`config.mk`:
```
export PLATFORM = sky130hd
export DESIGN_NAME = arlc_top
export DESIGN_NICKNAME = d
export VERILOG_FILES = /design/src/hdl/arlc_pkg.sv /design/src/hdl/arlc_pin_filter.sv /design/src/hdl/arlc_top.sv
export SDC_FILE = /design/constraint.sdc
export NUM_CORES = 1
export LEC_CHECK = 0
export BUFFER_PORTS_ARGS = -buffer_cell sky130_fd_sc_hd__buf_2
export CAP_MARGIN = 20
export CORE_MARGIN = 2
export CORE_UTILIZATION = 35
export DETAILED_ROUTE_END_ITERATION = 12
export SETUP_SLACK_MARGIN = 0.02
export SYNTH_ARGS = -nofsm -noshare
export SYNTH_HDL_FRONTEND = slang
export SYNTH_SLANG_ARGS = --single-unit
```
`constraint.sdc`:
```
create_clock -name clk -period 2.75 [get_ports clk]
set_clock_uncertainty 0.15 [all_clocks]
set_input_delay 0.55 -clock clk [delete_from_list [all_inputs] [get_ports clk]]
set_output_delay 0.55 -clock clk [all_outputs]
set_load 0.03 [all_outputs]
```
`src/hdl/arlc_pkg.sv`:
```
// Constants, register map and types for the redriver lane-control block.
// Assumes a single 50 MHz clock domain and a synchronous active-low reset.
package arlc_pkg;

  // ----------------------------------------
  // Clock and timing
  // ----------------------------------------
  localparam int CLK_HZ = 50_000_000;
  localparam int CLK_MHZ = CLK_HZ / 1_000_000;
  localparam int DEBOUNCE_MIN_MS = 3;
  localparam int DEBOUNCE_CYC = CLK_HZ / 1000 * DEBOUNCE_MIN_MS;
  localparam int SBU_OPEN_MS = 2;
  localparam int SBU_OPEN_CYC = CLK_HZ / 1000 * SBU_OPEN_MS;
  localparam int STRAP_HOLD_NS = 1000;
  localparam int STRAP_HOLD_CYC = (STRAP_HOLD_NS * CLK_MHZ + 999) / 1000;
  localparam int U2_IDLE_US = 100;
  localparam int U2_IDLE_CYC = U2_IDLE_US * CLK_MHZ;
  localparam int SYNC_STAGES = 3;

  // ----------------------------------------
  // Register map
  // ----------------------------------------
  localparam logic [7:0] CFG_REG_OFF = 8'h0a;
  localparam logic [7:0] LANE_REG_OFF = 8'h0b;
  localparam logic [7:0] UPG1_REG_OFF = 8'h0c;
  localparam logic [7:0] UPG2_REG_OFF = 8'h0d;
  localparam logic [7:0] DNG_REG_OFF = 8'h0e;
  localparam logic [7:0] DPG_REG_OFF = 8'h0f;
  localparam logic [7:0] SNOOP_REG_OFF = 8'h12;
  localparam logic [7:0] CTRL_REG_OFF = 8'h13;

  localparam int CFG_USB_BIT = 0;
  localparam int CFG_DISP_BIT = 1;
  localparam int CFG_FLIP_BIT = 2;
  localparam int CFG_OVR_LSB = 3;
  localparam logic [7:0] CFG_RST = 8'h01;
  localparam logic [3:0] LANE_RST = 4'hf;
  localparam int CTRL_SNOOP_OFF_BIT = 0;
  localparam int SNP_LANE_LSB = 0;
  localparam int SNP_PWR_LSB = 5;

  // Sink-side addresses and values watched on the aux channel; sideband override codes
  localparam logic [19:0] DPCD_LANE_ADDR = 20'h00101;
  localparam logic [19:0] DPCD_PWR_ADDR = 20'h00600;
  localparam logic [2:0] PWR_D3 = 3'h2;
  localparam logic [1:0] OVR_AUTO = 2'h0;
  localparam logic [1:0] OVR_STRAIGHT = 2'h1;
  localparam logic [1:0] OVR_CROSSED = 2'h2;

  // ----------------------------------------
  // Types
  // ----------------------------------------
  typedef enum logic [1:0] {
    LVL_0 = 2'b00,
    LVL_R = 2'b01,
    LVL_F = 2'b10,
    LVL_1 = 2'b11
  } arlc_level_t;

  // Encoded as {display, usb}
  typedef enum logic [1:0] {
    CFG_OFF = 2'b00,
    CFG_USB = 2'b01,
    CFG_DP4 = 2'b10,
    CFG_USB_DP2 = 2'b11
  } arlc_cfg_t;

  typedef enum logic [1:0] {
    U0 = 2'b00,
    U1 = 2'b01,
    U2 = 2'b10,
    U3 = 2'b11
  } arlc_ustate_t;

  typedef struct packed {
    logic [1:0] mode;
    logic [3:0] up;
    logic [3:0] dn;
    logic [3:0] dp;
  } arlc_strap_t;

  typedef struct packed {
    logic up_on;
    logic dn_on;
    logic [3:0] up1;
    logic [3:0] up2;
    logic [3:0] dn;
    logic [3:0] dp;
  } arlc_eq_t;

  typedef struct packed {
    logic a_to_n;
    logic a_to_p;
    logic b_to_n;
    logic b_to_p;
  } arlc_sbu_t;

endpackage : arlc_pkg

```
`src/hdl/arlc_pin_filter.sv`:
```
// Three-stage pin synchroniser with optional debounce of falling edges.
// Assumes pin is asynchronous to clk; level_q is a clean clk-domain level.
`timescale 1ns/100ps
module arlc_pin_filter #(
  parameter int FALL_CYC = 0
) (
  input wire logic clk,
  input wire logic rst_n,
  input wire logic pin,
  output logic level_q
);
  localparam int CW = $clog2(FALL_CYC + 2);
  localparam logic [CW-1:0] FALL_LIM = CW'(FALL_CYC);

  logic s1_q;
  logic s2_q;
  logic s3_q;
  logic [CW-1:0] cnt_q;

  generate
    if (FALL_CYC < 0) begin : g_bad
      $error("arlc_pin_filter: FALL_CYC must not be negative");
    end
  endgenerate

  always_ff @(posedge clk) begin
    if (!rst_n) begin
      s1_q <= 1'b0;
      s2_q <= 1'b0;
      s3_q <= 1'b0;
    end else begin
      s1_q <= pin;
      s2_q <= s1_q;
      s3_q <= s2_q;
    end
  end

  // Rises pass at once; falls must stay agreed low for FALL_CYC cycles
  always_ff @(posedge clk) begin
    if (!rst_n) begin
      level_q <= 1'b0;
      cnt_q <= '0;
    end else if (s2_q != s3_q) begin
      cnt_q <= '0;
    end else if (s3_q || cnt_q >= FALL_LIM) begin
      level_q <= s3_q;
      cnt_q <= '0;
    end else begin
      cnt_q <= cnt_q + 1'b1;
    end
  end

endmodule : arlc_pin_filter

```
`src/hdl/arlc_top.sv`:
```
// Lane, sideband and equalisation control of a sink-side alt-mode redriver.
// Assumes aux writes arrive already decoded on clk; pins are asynchronous.
`timescale 1ns/100ps
// Function
// - Infer link power state from line conditions
// - Periodic signalling turns off path equalisation
// - Otherwise equalise from straps or programmed registers
// - Snoop aux writes to lane-count and power addresses
// - Lanes follow latest snooped lane count
// - Snooped D3 power state disables all lanes
// - Snoop on after reset; off uses registers
// - Snooped writes update fields at 0x12
// - Strap mode: no snoop, four lanes (DP4) or two (USB+DP2) on hot-plug
// - Four-level input resolves to 0, R, F, 1
// - Sample straps at reset release, then drop bias
// - Each path takes gain from two straps
// - Mode-select at level 0 means strap mode
// - Two mode pins pick configuration, flip orientation
// - Start in USB-only after power-up
// - Sideband routed by flip, open 2 ms after display off in strap mode, at once in register mode
// - Other mode-select levels mean register mode
// - Levels encode 00, 01, 10, 11
// - Debounce falling display pin and hot-plug
// - Display data needs display mode and hot-plug
module arlc_top
  import arlc_pkg::*;
#(
  parameter int DEB_CYC = DEBOUNCE_CYC,
  parameter int SBU_CYC = SBU_OPEN_CYC,
  parameter int HOLD_CYC = STRAP_HOLD_CYC,
  parameter int U2_CYC = U2_IDLE_CYC
) (
  input wire logic clk,
  input wire logic rst_n,
  input wire logic usb_mode_pin,
  input wire logic display_mode_pin,
  input wire logic flip_pin,
  input wire logic hot_plug_input,
  input wire logic [1:0] mode_sel_level,
  input wire logic [3:0] upstream_gain_straps,
  input wire logic [3:0] downstream_gain_straps,
  input wire logic [3:0] display_gain_straps,
  input wire logic lfps_up,
  input wire logic lfps_dn,
  input wire logic rx_term_det,
  input wire logic elec_idle,
  input wire logic ss_rate_det,
  input wire logic aux_wr_valid,
  input wire logic [19:0] aux_wr_addr,
  input wire logic [7:0] aux_wr_data,
  input wire logic reg_wr_en,
  input wire logic [7:0] reg_addr,
  input wire logic [7:0] reg_wdata,
  output logic [7:0] reg_rdata_q,
  output logic bias_en_q,
  output logic strap_mode_q,
  output logic usb_en_q,
  output logic flip_q,
  output logic [3:0] dp_lane_en_q,
  output arlc_sbu_t sbu_q,
  output arlc_eq_t eq_q,
  output arlc_ustate_t usb_pstate_q
);

  // ----------------------------------------
  // Elaboration checks and helpers
  // ----------------------------------------
  generate
    if (DEB_CYC < 1 || SBU_CYC < 1 || HOLD_CYC < SYNC_STAGES || U2_CYC < 1) begin : g_bad
      $error("arlc_top: timing parameters out of range");
    end
  endgenerate

  localparam int SW = $clog2(SBU_CYC + 1);
  localparam int HW = $clog2(HOLD_CYC + 1);
  localparam int UW = $clog2(U2_CYC + 1);
  localparam int NA = 7;

  function automatic logic [3:0] lanes_of_cfg(input arlc_cfg_t c);
    case (c)
      CFG_DP4: lanes_of_cfg = 4'hf;
      CFG_USB_DP2: lanes_of_cfg = 4'h3;
      default: lanes_of_cfg = 4'h0;
    endcase
  endfunction : lanes_of_cfg

  function automatic logic [3:0] lanes_of_count(input logic [4:0] n);
    case (n)
      5'h01: lanes_of_count = 4'h1;
      5'h02: lanes_of_count = 4'h3;
      5'h04: lanes_of_count = 4'hf;
      default: lanes_of_count = 4'h0;
    endcase
  endfunction : lanes_of_count

  function automatic arlc_sbu_t sbu_map(input logic crossed);
    sbu_map = crossed ? arlc_sbu_t'(4'b0110) : arlc_sbu_t'(4'b1001);
  endfunction : sbu_map

  // ----------------------------------------
  // Pin conditioning
  // ----------------------------------------
  logic [NA-1:0] raw_pins;
  logic [NA-1:0] pin_f;
  logic disp_f;
  logic hpd_f;
  logic usb_f;
  logic flip_f;
  logic lfps_up_f;
  logic lfps_dn_f;
  logic term_f;
  logic idle_f;
  logic rate_f;

  assign raw_pins = {ss_rate_det, elec_idle, rx_term_det, lfps_dn, lfps_up, flip_pin, usb_mode_pin};
  assign {rate_f, idle_f, term_f, lfps_dn_f, lfps_up_f, flip_f, usb_f} = pin_f;

  generate
    for (genvar i = 0; i < NA; i++) begin : g_pin
      arlc_pin_filter #(.FALL_CYC(0)) u_flt (
        .clk(clk),
        .rst_n(rst_n),
        .pin(raw_pins[i]),
        .level_q(pin_f[i])
      );
    end
  endgenerate

  arlc_pin_filter #(.FALL_CYC(DEB_CYC)) u_disp_flt (
    .clk(clk),
    .rst_n(rst_n),
    .pin(display_mode_pin),
    .level_q(disp_f)
  );

  arlc_pin_filter #(.FALL_CYC(DEB_CYC)) u_hpd_flt (
    .clk(clk),
    .rst_n(rst_n),
    .pin(hot_plug_input),
    .level_q(hpd_f)
  );

  // ----------------------------------------
  // Strap capture
  // ----------------------------------------
  // Straps are static, so the three-stage sample only guards metastability
  arlc_strap_t strap_raw;
  arlc_strap_t st1_q;
  arlc_strap_t st2_q;
  arlc_strap_t st3_q;
  arlc_strap_t strap_q;
  logic cap_done_q;
  logic [HW-1:0] hold_cnt_q;

  assign strap_raw = {mode_sel_level, upstream_gain_straps, downstream_gain_straps, display_gain_straps};

  always_ff @(posedge clk) begin
    if (!rst_n) begin
      st1_q <= '0;
      st2_q <= '0;
      st3_q <= '0;
    end else begin
      st1_q <= strap_raw;
      st2_q <= st1_q;
      st3_q <= st2_q;
    end
  end

  always_ff @(posedge clk) begin
    if (!rst_n) begin
      strap_q <= '0;
      cap_done_q <= 1'b0;
      strap_mode_q <= 1'b1;
      hold_cnt_q <= '0;
      bias_en_q <= 1'b1;
    end else begin
      if (hold_cnt_q != HW'(HOLD_CYC)) begin
        hold_cnt_q <= hold_cnt_q + 1'b1;
      end
      if (!cap_done_q && hold_cnt_q >= HW'(SYNC_STAGES) && st2_q == st3_q) begin
        strap_q <= st3_q;
        strap_mode_q <= (arlc_level_t'(st3_q.mode) == LVL_0);
        cap_done_q <= 1'b1;
      end
      if (cap_done_q && hold_cnt_q == HW'(HOLD_CYC)) begin
        bias_en_q <= 1'b0;
      end
    end
  end

  // ----------------------------------------
  // Registers
  // ----------------------------------------
  logic [7:0] cfg_q;
  logic [3:0] lane_cfg_q;
  logic snoop_off_q;
  logic [3:0] upstream_gain_lane1_reg_q;
  logic [3:0] upstream_gain_lane2_reg_q;
  logic [3:0] downstream_gain_reg_q;
  logic [3:0] dp_gain_reg_q;
  logic [3:0] gain_prog_q;
  logic [4:0] snp_lane_q;
  logic [2:0] snp_pwr_q;

  always_ff @(posedge clk) begin
    if (!rst_n) begin
      cfg_q <= CFG_RST;
      lane_cfg_q <= LANE_RST;
      snoop_off_q <= 1'b0;
      upstream_gain_lane1_reg_q <= '0;
      upstream_gain_lane2_reg_q <= '0;
      downstream_gain_reg_q <= '0;
      dp_gain_reg_q <= '0;
      gain_prog_q <= '0;
    end else if (reg_wr_en) begin
      case (reg_addr)
        CFG_REG_OFF: cfg_q <= {3'h0, reg_wdata[4:0]};
        LANE_REG_OFF: lane_cfg_q <= reg_wdata[3:0];
        CTRL_REG_OFF: snoop_off_q <= reg_wdata[CTRL_SNOOP_OFF_BIT];
        UPG1_REG_OFF: {gain_prog_q[0], upstream_gain_lane1_reg_q} <= {1'b1, reg_wdata[3:0]};
        UPG2_REG_OFF: {gain_prog_q[1], upstream_gain_lane2_reg_q} <= {1'b1, reg_wdata[3:0]};
        DNG_REG_OFF: {gain_prog_q[2], downstream_gain_reg_q} <= {1'b1, reg_wdata[3:0]};
        DPG_REG_OFF: {gain_prog_q[3], dp_gain_reg_q} <= {1'b1, reg_wdata[3:0]};
        default: ;
      endcase
    end
  end

  always_ff @(posedge clk) begin
    if (!rst_n) begin
      reg_rdata_q <= '0;
    end else begin
      case (reg_addr)
        CFG_REG_OFF: reg_rdata_q <= cfg_q;
        LANE_REG_OFF: reg_rdata_q <= {4'h0, lane_cfg_q};
        CTRL_REG_OFF: reg_rdata_q <= {7'h0, snoop_off_q};
        UPG1_REG_OFF: reg_rdata_q <= {4'h0, upstream_gain_lane1_reg_q};
        UPG2_REG_OFF: reg_rdata_q <= {4'h0, upstream_gain_lane2_reg_q};
        DNG_REG_OFF: reg_rdata_q <= {4'h0, downstream_gain_reg_q};
        DPG_REG_OFF: reg_rdata_q <= {4'h0, dp_gain_reg_q};
        SNOOP_REG_OFF: reg_rdata_q <= {snp_pwr_q, snp_lane_q};
        default: reg_rdata_q <= '0;
      endcase
    end
  end

  // ----------------------------------------
  // Configuration select
  // ----------------------------------------
  logic usb_hold_q;
  logic usb_prev_q;
  arlc_cfg_t cfg_cur;
  logic flip_cur;
  logic disp_sel;

  // Power-up default holds until the controller pulses the usb pin
  always_ff @(posedge clk) begin
    if (!rst_n) begin
      usb_hold_q <= 1'b1;
      usb_prev_q <= 1'b0;
    end else begin
      usb_prev_q <= usb_f;
      if (usb_prev_q && !usb_f) begin
        usb_hold_q <= 1'b0;
      end
    end
  end

  always_comb begin
    if (strap_mode_q) begin
      cfg_cur = usb_hold_q ? CFG_USB : arlc_cfg_t'({disp_f, usb_f});
      flip_cur = flip_f;
    end else begin
      cfg_cur = arlc_cfg_t'({cfg_q[CFG_DISP_BIT], cfg_q[CFG_USB_BIT]});
      flip_cur = cfg_q[CFG_FLIP_BIT];
    end
  end

  assign disp_sel = cfg_cur[1];

  // ----------------------------------------
  // Aux snooping
  // ----------------------------------------
  logic snoop_on;
  logic snp_hit_lane;
  logic snp_hit_pwr;

  assign snoop_on = !strap_mode_q && !snoop_off_q && disp_sel;
  assign snp_hit_lane = snoop_on && aux_wr_valid && aux_wr_addr == DPCD_LANE_ADDR;
  assign snp_hit_pwr = snoop_on && aux_wr_valid && aux_wr_addr == DPCD_PWR_ADDR;

  always_ff @(posedge clk) begin
    if (!rst_n) begin
      snp_lane_q <= '0;
      snp_pwr_q <= '0;
    end else begin
      if (snp_hit_lane) begin
        snp_lane_q <= aux_wr_data[SNP_LANE_LSB +: 5];
      end
      if (snp_hit_pwr) begin
        snp_pwr_q <= aux_wr_data[2:0];
      end
    end
  end

  // ----------------------------------------
  // Lane enables and path outputs
  // ----------------------------------------
  logic [3:0] lanes_prov;
  logic [3:0] lane_d;

  assign lanes_prov = lanes_of_cfg(cfg_cur);

  always_comb begin
    if (!hpd_f) begin
      lane_d = 4'h0;
    end else if (strap_mode_q) begin
      lane_d = lanes_prov;
    end else if (!snoop_on) begin
      lane_d = lane_cfg_q & lanes_prov;
    end else if (snp_pwr_q == PWR_D3) begin
      lane_d = 4'h0;
    end else begin
      lane_d = lanes_of_count(snp_lane_q) & lanes_prov;
    end
  end

  always_ff @(posedge clk) begin
    if (!rst_n) begin
      dp_lane_en_q <= '0;
      usb_en_q <= 1'b0;
      flip_q <= 1'b0;
    end else begin
      dp_lane_en_q <= lane_d;
      usb_en_q <= cfg_cur[0];
      flip_q <= flip_cur;
    end
  end

  // ----------------------------------------
  // Sideband routing
  // ----------------------------------------
  logic [SW-1:0] off_cnt_q;
  logic [1:0] ovr;

  assign ovr = cfg_q[CFG_OVR_LSB +: 2];

  // In strap mode, open only once display has stayed off long enough; register mode opens at once
  always_ff @(posedge clk) begin
    if (!rst_n) begin
      off_cnt_q <= '0;
      sbu_q <= '0;
    end else begin
      if (disp_sel) begin
        off_cnt_q <= '0;
      end else if (off_cnt_q != SW'(SBU_CYC)) begin
        off_cnt_q <= off_cnt_q + 1'b1;
      end
      if (!strap_mode_q && ovr == OVR_STRAIGHT) begin
        sbu_q <= sbu_map(1'b0);
      end else if (!strap_mode_q && ovr == OVR_CROSSED) begin
        sbu_q <= sbu_map(1'b1);
      end else if (!strap_mode_q && ovr != OVR_AUTO) begin
        sbu_q <= '0;
      end else if (disp_sel) begin
        sbu_q <= sbu_map(flip_cur);
      end else if (!strap_mode_q || off_cnt_q == SW'(SBU_CYC)) begin
        sbu_q <= '0;
      end
    end
  end

  // ----------------------------------------
  // Equalisation
  // ----------------------------------------
  always_ff @(posedge clk) begin
    if (!rst_n) begin
      eq_q <= '0;
    end else begin
      eq_q.up_on <= !lfps_up_f;
      eq_q.dn_on <= !lfps_dn_f;
      eq_q.up1 <= gain_prog_q[0] ? upstream_gain_lane1_reg_q : strap_q.up;
      eq_q.up2 <= gain_prog_q[1] ? upstream_gain_lane2_reg_q : strap_q.up;
      eq_q.dn <= gain_prog_q[2] ? downstream_gain_reg_q : strap_q.dn;
      eq_q.dp <= gain_prog_q[3] ? dp_gain_reg_q : strap_q.dp;
    end
  end

  // ----------------------------------------
  // Link power-state inference
  // ----------------------------------------
  logic [UW-1:0] idle_cnt_q;

  always_ff @(posedge clk) begin
    if (!rst_n) begin
      usb_pstate_q <= U3;
      idle_cnt_q <= '0;
    end else begin
      if (!idle_f) begin
        idle_cnt_q <= '0;
      end else if (idle_cnt_q != UW'(U2_CYC)) begin
        idle_cnt_q <= idle_cnt_q + 1'b1;
      end
      case (usb_pstate_q)
        U0, U1, U2: begin
          if (!term_f) begin
            usb_pstate_q <= U3;
          end else if (!idle_f && rate_f) begin
            usb_pstate_q <= U0;
          end else if (idle_f && !lfps_up_f) begin
            usb_pstate_q <= (idle_cnt_q == UW'(U2_CYC)) ? U2 : U1;
          end
        end
        U3: begin
          if (term_f && !idle_f && rate_f) begin
            usb_pstate_q <= U0;
          end
        end
        default: usb_pstate_q <= U3;
      endcase
    end
  end
endmodule : arlc_top

```
After elaboration in Yosys (flattened, before gate mapping)
Cells that the tools add are included.
{ "totals": {"output_inout_bits": 40, "register_bits": 250, "in_bits": 71} }
{ "op_classes": {"n_mux": 29, "n_reduce_logical": 69, "n_eq_ne": 39, "addsub": 12, "order_cmp": 10, "bitwise_logic": 12} }
{ "op_table": {"columns": ["operator", "count"], "rows": [
  ["$mux W4", 17],
  ["$pmux W8 S8", 1],
  ["$eq A8 B4 Y1 const B", 6],
  ["$reduce_and A2 Y1", 19],
  ["$add A18 B1 Y18 const B", 2],
  ["$ge A18 B18 Y1 const B", 2],
  ["$reduce_or A3 Y1", 10],
  ["$eq A20 B11 Y1 const B", 1],
  ["$eq A20 B9 Y1 const B", 1],
  ["$add A17 B1 Y17 const B", 1],
  ["$eq A17 B17 Y1 const B", 1],
  ["$ne A17 B17 Y1 const B", 1],
  ["$eq A8 B5 Y1 const B", 2],
  ["$logic_and A1 B1 Y1", 16],
  ["$eq A14 B14 Y1", 1],
  ["$mux W2", 7],
  ["$add A13 B1 Y13 const B", 1],
  ["$eq A13 B13 Y1 const B", 1],
  ["$ne A13 B13 Y1 const B", 1],
  ["$pmux W4 S3", 1],
  ["$eq A2 B2 Y1 const B", 5],
  ["$logic_or A1 B1 Y1", 10],
  ["$not A1 Y1", 10],
  ["$ne A1 B1 Y1", 9],
  ["other kinds (23)", 45]
]} }

Logic depth before layout (Yosys ltp)
{ "logic_depth": {"ltp_word": 10, "depth_mapped": 7, "depth_no_buf": 7} }

Hierarchy
From an unflattened synthesis, not the netlist that was laid out.
{ "unflattened": {"hier_cells": 977, "hier_area_um2": 9549.2} }
{ "modules_own_cells": {"columns": ["module", "cells_each", "instances", "seq_area_each_um2", "area_per_inst_um2"], "rows": [
  ["arlc_top", 691, 1, 3383.2, 6662.6],
  ["arlc_pin_filter at u_disp_flt ...", 108, 2, 440.4, 1036.0],
  ["arlc_pin_filter at g_pin[0].u_flt ...", 10, 7, 80.1, 116.4]
]} }

Least setup slack after synthesis
No wires, ideal clock.
{ "synth_path": {"kind": "input to register", "startpoint": "input reg_addr[5]", "endpoint": "register cfg_q[0]", "cell_stages": 5, "setup_ns": 0.129, "setup_slack_ns": 0.820, "path_buffers": 0, "required_time_ns": 2.471, "arrival_time_ns": 1.650, "cell_sequence": "nor3_2 > nand2_1 > nor4_4 > mux2i_1 > nand2_1"} }
{ "synth_via": {"elab_chain_cells": 2} }
{ "synth_lines": {"columns": ["item", "line_no", "source"], "rows": [
  ["from (decl)", "arlc_top.sv:52", "input wire logic [7:0] reg_addr,"],
  ["$eq A8 B4 Y1", "arlc_top.sv:216", "case (reg_addr)"],
  ["$reduce_and A2 Y1 (no source line)", null, null],
  ["to (signal assigned)", "arlc_top.sv:217", "CFG_REG_OFF: cfg_q <= {3'h0, reg_wdata[4:0]};"],
  ["to (decl)", "arlc_top.sv:194", "logic [7:0] cfg_q;"]
]} }
Every way passes these cells.
A chain may end at the register's enable or synchronous reset.

Final worst setup path
{ "layout_path": {"startpoint": "register cfg_q[1]", "endpoint": "register snp_pwr_q[2]"} }
{ "layout_via": {"elab_chain_cells": 4} }
{ "layout_lines": {"columns": ["item", "line_no", "source"], "rows": [
  ["$mux W2", "arlc_top.sv:270", "if (strap_mode_q) begin"],
  ["$logic_and A1 B1 Y1", "arlc_top.sv:288", "assign snoop_on = !strap_mode_q && !snoop_off_q && disp_sel;"],
  ["$logic_and A1 B1 Y1 (2 in series)", "arlc_top.sv:290", "assign snp_hit_pwr = snoop_on && aux_wr_valid && aux_wr_addr == DPCD_PWR_ADDR;"],
  ["to (signal assigned)", "arlc_top.sv:301", "snp_pwr_q <= aux_wr_data[2:0];"],
  ["to (decl)", "arlc_top.sv:203", "logic [2:0] snp_pwr_q;"]
]} }
Every way passes these cells.

==> metrics.md <==
| Metric | Value |
|---|---|
| Required time reported for the critical path endpoint | `3.01 ns` |
| Avg Inst Size Synth | `9.446 um2` |
| Synthesized Nets | `1074` |
| Die area | `28130 um2` |
| Power density normalized to cell area | `676.6 nW/um2` |
| Final cycle utilization of the critical path | `77.03%` |
| Total area of multi-input combinational cells | `4270 um2` |
| Top area cells in the synthesized netlist | `sky130_fd_sc_hd__dfxtp_1 (51%), sky130_fd_sc_hd__nor2_1 (5.8%), sky130_fd_sc_hd__mux2i_1 (5.5%), sky130_fd_sc_hd__and2_1 (4.9%), sky130_fd_sc_hd__xnor2_1 (3.6%)` |
| Synthesized netlist cell count | `993` |
| Global-route wire length before repair | `approximately 32000 um` |
| Ant. Diodes | `0` |
| Boundary pin count | `111` |
| H-Tree Level Count | `1` |
| Number of setup violations in the final report | `0` |
| # hold bufs at CTS | `0` |
| Standard cell core area | `roughly 26000 um2` |
| P_leak | `4.226 nW` |
| Post-CTS Setup Inserts | `0` |
| EDFF count, synth | `0` |
| Starting Density | `between 30% and 40%` |
| Wl on met1 | `9731 um` |
| Share of Yosys cell area claimed by the top area cell type | `51.43%` |
| Number of design-rule violations left by the first detailed-router iteration | `340` |
| Capturing element type of the critical path | `flip-flop` |
| Pin count of the biggest net entering global routing | `57` |
| Critical register-to-register path startpoint | `cfg_q[1]` |
| Sequential fraction of the synthesis area | `51.43%` |
| Highest attainable clock frequency | `472.1 MHz` |
| Crit Path Category | `flip-flop to flip-flop` |
| CTS-repair resized insts | `0` |
| Maximum number of buffers from clock root to sink | `3` |
| Post-route DRC violation count | `0` |
| Slowest stage cell on the critical path | `sky130_fd_sc_hd__dfxtp_1` |
| Critical Path Start | `cfg_q[1]` |
| Critical path buffers and inverters | `0` |
| Die extent in x | `167.7 um` |
| Min-Delay Startpoint | `upstream_gain_straps[3]` |
| Worst Max-Slew Pin Slew | `0.7515 ns` |
| Met2 Wirelength | `7956 um` |
| Clock buffer count from CTS | `26` |
| Clock transition time at the flip-flop clock pins of the worst setup and hold paths | `0.06 ns` |
| Height of the chip | `167.7 um` |
| Antenna violations before repair | `1` |
| Final RePlAce weighted congestion | `0.7975` |
| CTS sink cnt | `between 200 and 250` |
| Startpoint type of the worst setup path | `flip-flop` |
| Number of global-route vias before repair | `6418` |
| Switching share of total power | `21.83%` |
| Worst r2r path cells | `5` |
| DP Wirelength | `13360 um` |
| # fillers | `2578` |
| Total track usage | `13.44%` |
| Minimum clock period | `approximately 2.1 ns` |
| Critical path cell sequence | `nor3b_1 > nand4_1 > nor3_2 > mux2i_1 > nor2_1` |
| Crit path DAT | `2.37 ns` |
| Count of cell types in the netlist | `66` |
| Share of total power in combinational logic | `4.7%` |
| Count of max-cap constraint violations | `0` |
| Highest routing layer actually used | `met4` |
| Flip-flop cell with the highest count after synthesis | `sky130_fd_sc_hd__dfxtp_1` |
| Overflow left after global routing | `0` |
| Setup TNS | `0 ns` |
| Delay of the slowest critical-path stage | `0.46 ns` |
| Post-Place Worst Slack | `0.3874 ns` |
| Final critical-path setup slack | `0.6316 ns` |
| Power share of the clock group | `a little under half` |
| Endpoint of the worst hold-timing path | `st1_q[11]` |
| Critical path's top delay family | `simple AND/OR/NAND/NOR gates` |
| Sequential cell fraction of total power | `a little under half` |
| Number of vias in the routed layout | `6894` |
| Internal power consumption | `roughly 0.0059 W` |
| Result of the run | `complete, no violations` |
| Detail-routed via count per cell | `about 4.8` |
| Yosys synthesis warning count | `0` |
| Switching power of the nets | `0.001643 W` |
| ANT nets after route | `0` |
| Register Area | `4825 um2` |
| Hold Vio Cnt, Final | `0` |
| Cell Area, Synth | `9380 um2` |
| Count of final max-slew check failures | `0` |
| Ratio of cells with drive above 1 in the final layout | `16.79%` |
| Tot Pwr | `0.007527 W` |
| Number of iterations in the first detailed-routing pass | `4` |
| Terminus of the critical flop-to-flop path | `snp_pwr_q[2]` |
| Reg-to-reg slack, setup | `0.63 ns` |
| Detailed-route wire length per cell | `13.22 um` |
| Hold Crit Depth | `2` |
| Biggest area consumer among synthesized cells | `sky130_fd_sc_hd__dfxtp_1` |
| Total of flip-flops plus latches after synthesis | `241` |
| Largest fanout of any net on the critical path | `8` |
| CTS tree | `yes` |
| Worst supply voltage drop on vdd | `~0.00034 V` |
| Net total in the final layout | `between 1000 and 1500` |
| Worst max-slew margin expressed relative to the limit | `between 40% and 50%` |
| Detailed-routed wire length on met3 | `about 1200 um` |
| Clock root cell | `sky130_fd_sc_hd__clkbuf_16` |
| Synth async-reset ratio | `0%` |
| Cell Rows | `59` |
| Class of the tightest hold or removal check | `primary input to flip-flop` |
| Area Growth Syn to Fin | `18.59%` |
| Clock latency at the later pin of the worst-skew pair | `approximately 0.52 ns` |
| Wire length after detailed routing | `19160 um` |
| Setup repair after global routing missed its margin | `no` |
| PortBufs | `104` |
## area by class of cell
type | instances | share of cell area [%]
sequential | 241 | 43.37
timing repair buffer | 113 | 5.511
inverter | 28 | 0.9448
tap | 335 | 3.768
clock inverter | 13 | 1.316
multi-input combinational | 684 | 38.39
clock buffer | 35 | 6.703
## synth_stat cells, types with 13 or more instances
cell type and number:
sky130_fd_sc_hd__clkbuf_1 26, sky130_fd_sc_hd__nand3_1 47, sky130_fd_sc_hd__mux2i_1 52, sky130_fd_sc_hd__and2_1 73, sky130_fd_sc_hd__o21ai_0 34, sky130_fd_sc_hd__dfxtp_1 241
sky130_fd_sc_hd__xnor2_1 39, sky130_fd_sc_hd__a21oi_1 40, sky130_fd_sc_hd__nor2_1 144, sky130_fd_sc_hd__nor3_1 13, sky130_fd_sc_hd__nand2_1 52, sky130_fd_sc_hd__xor2_1 35
sky130_fd_sc_hd__inv_1 28, sky130_fd_sc_hd__nand4_1 21
## per-stage QoR
stage,hold WS [ns],util (%),cell area [um2],std cells
global placement,0.2655,39.05,10230,1401
CTS,0.04972,42.45,11120,1449
finish,0.07548,42.45,11120,1449
global route,0.06015,42.45,11120,1449
detailed placement,0.2685,39.05,10230,1401
floorplan,0.2594,-,9380,993
## flip-flops by register name (all words and copies together), names as in the netlist, 5 cells and up
name,flops
u_hpd_flt.cnt_q,18
g_pin.u_flt.s2_q,7
cfg_q,5
snp_lane_q,5
g_pin.u_flt.s3_q,7
off_cnt_q,17
hold_cnt_q,6
g_pin.u_flt.s1_q,7
st2_q,14
reg_rdata_q,8
eq_q,18
g_pin.u_flt.level_q,7
idle_cnt_q,13
u_disp_flt.cnt_q,18
strap_q,12
st3_q,14
st1_q,14
## logic make-up (layout without fill, tap and decap cells)
family	Yosys count	after routing	share of synthesized area (%)
XOR/XNOR	74	74	6.909
flip-flops	241	241	51.43
multiplexers	54	54	5.789
buffers and inverters	68	189	3.041
adder cells (fa/ha/maj)	10	10	1.334
AO/OA/AOI/OAI	112	112	7.350
AND/OR/NAND/NOR	434	434	24.14
## power by group through the flow
| stage | Clock, W | Combinational, W | Sequential (W) |
|---|---|---|---|
| after floorplan | 0 | 0.000211 | 0.00370 |
| after global placement | 0 | 0.000349 | 0.00369 |
| after detailed placement | 0 | 0.000355 | 0.00369 |
| after CTS | 0.00369 | 0.000357 | 0.00361 |
| after global routing | 0.00385 | 0.000395 | 0.00362 |
| final | 0.00356 | 0.000352 | 0.00361 |
## worst max path at each step
stage / cells past startpoint / end / slack, ns
6_report: 5 / snp_pwr_q[2] / 0.63
5_1_grt: 5 / snp_lane_q[0] / 0.40
4_1_cts: 5 / snp_pwr_q[2] / 0.63
3_5_place_dp: 6 / upstream_gain_lane2_reg_q[3] / 0.39
3_3_place_gp: 6 / upstream_gain_lane1_reg_q[3] / 0.40
2_1_floorplan: 5 / cfg_q[0] / 0.82
## layout by cell type, fill, tap and decap left out, drive strengths merged, types with 35 or more instances in the layout
cell type | Yosys | final
dfxtp | 241 | 241
nor2 | 154 | 154
buf | 12 | 113
and2 | 74 | 74
nand2 | 52 | 52
mux2i | 52 | 52
nand3 | 48 | 48
a21oi | 40 | 40
xnor2 | 39 | 39
o21ai | 36 | 36
xor2 | 35 | 35
clkbuf | 28 | 35
## per-layer routing
| metal | up-vias | track usage (%) |
|---|---|---|
| met1 | 3174 | 19.14 |
| met5 | - | 0 |
| met4 | 0 | 3.894 |
| met2 | 140 | 20.46 |
| li1 | 3553 | - |
| met3 | 27 | 2.954 |
No activity file was read; power rests on OpenSTA's default activity.
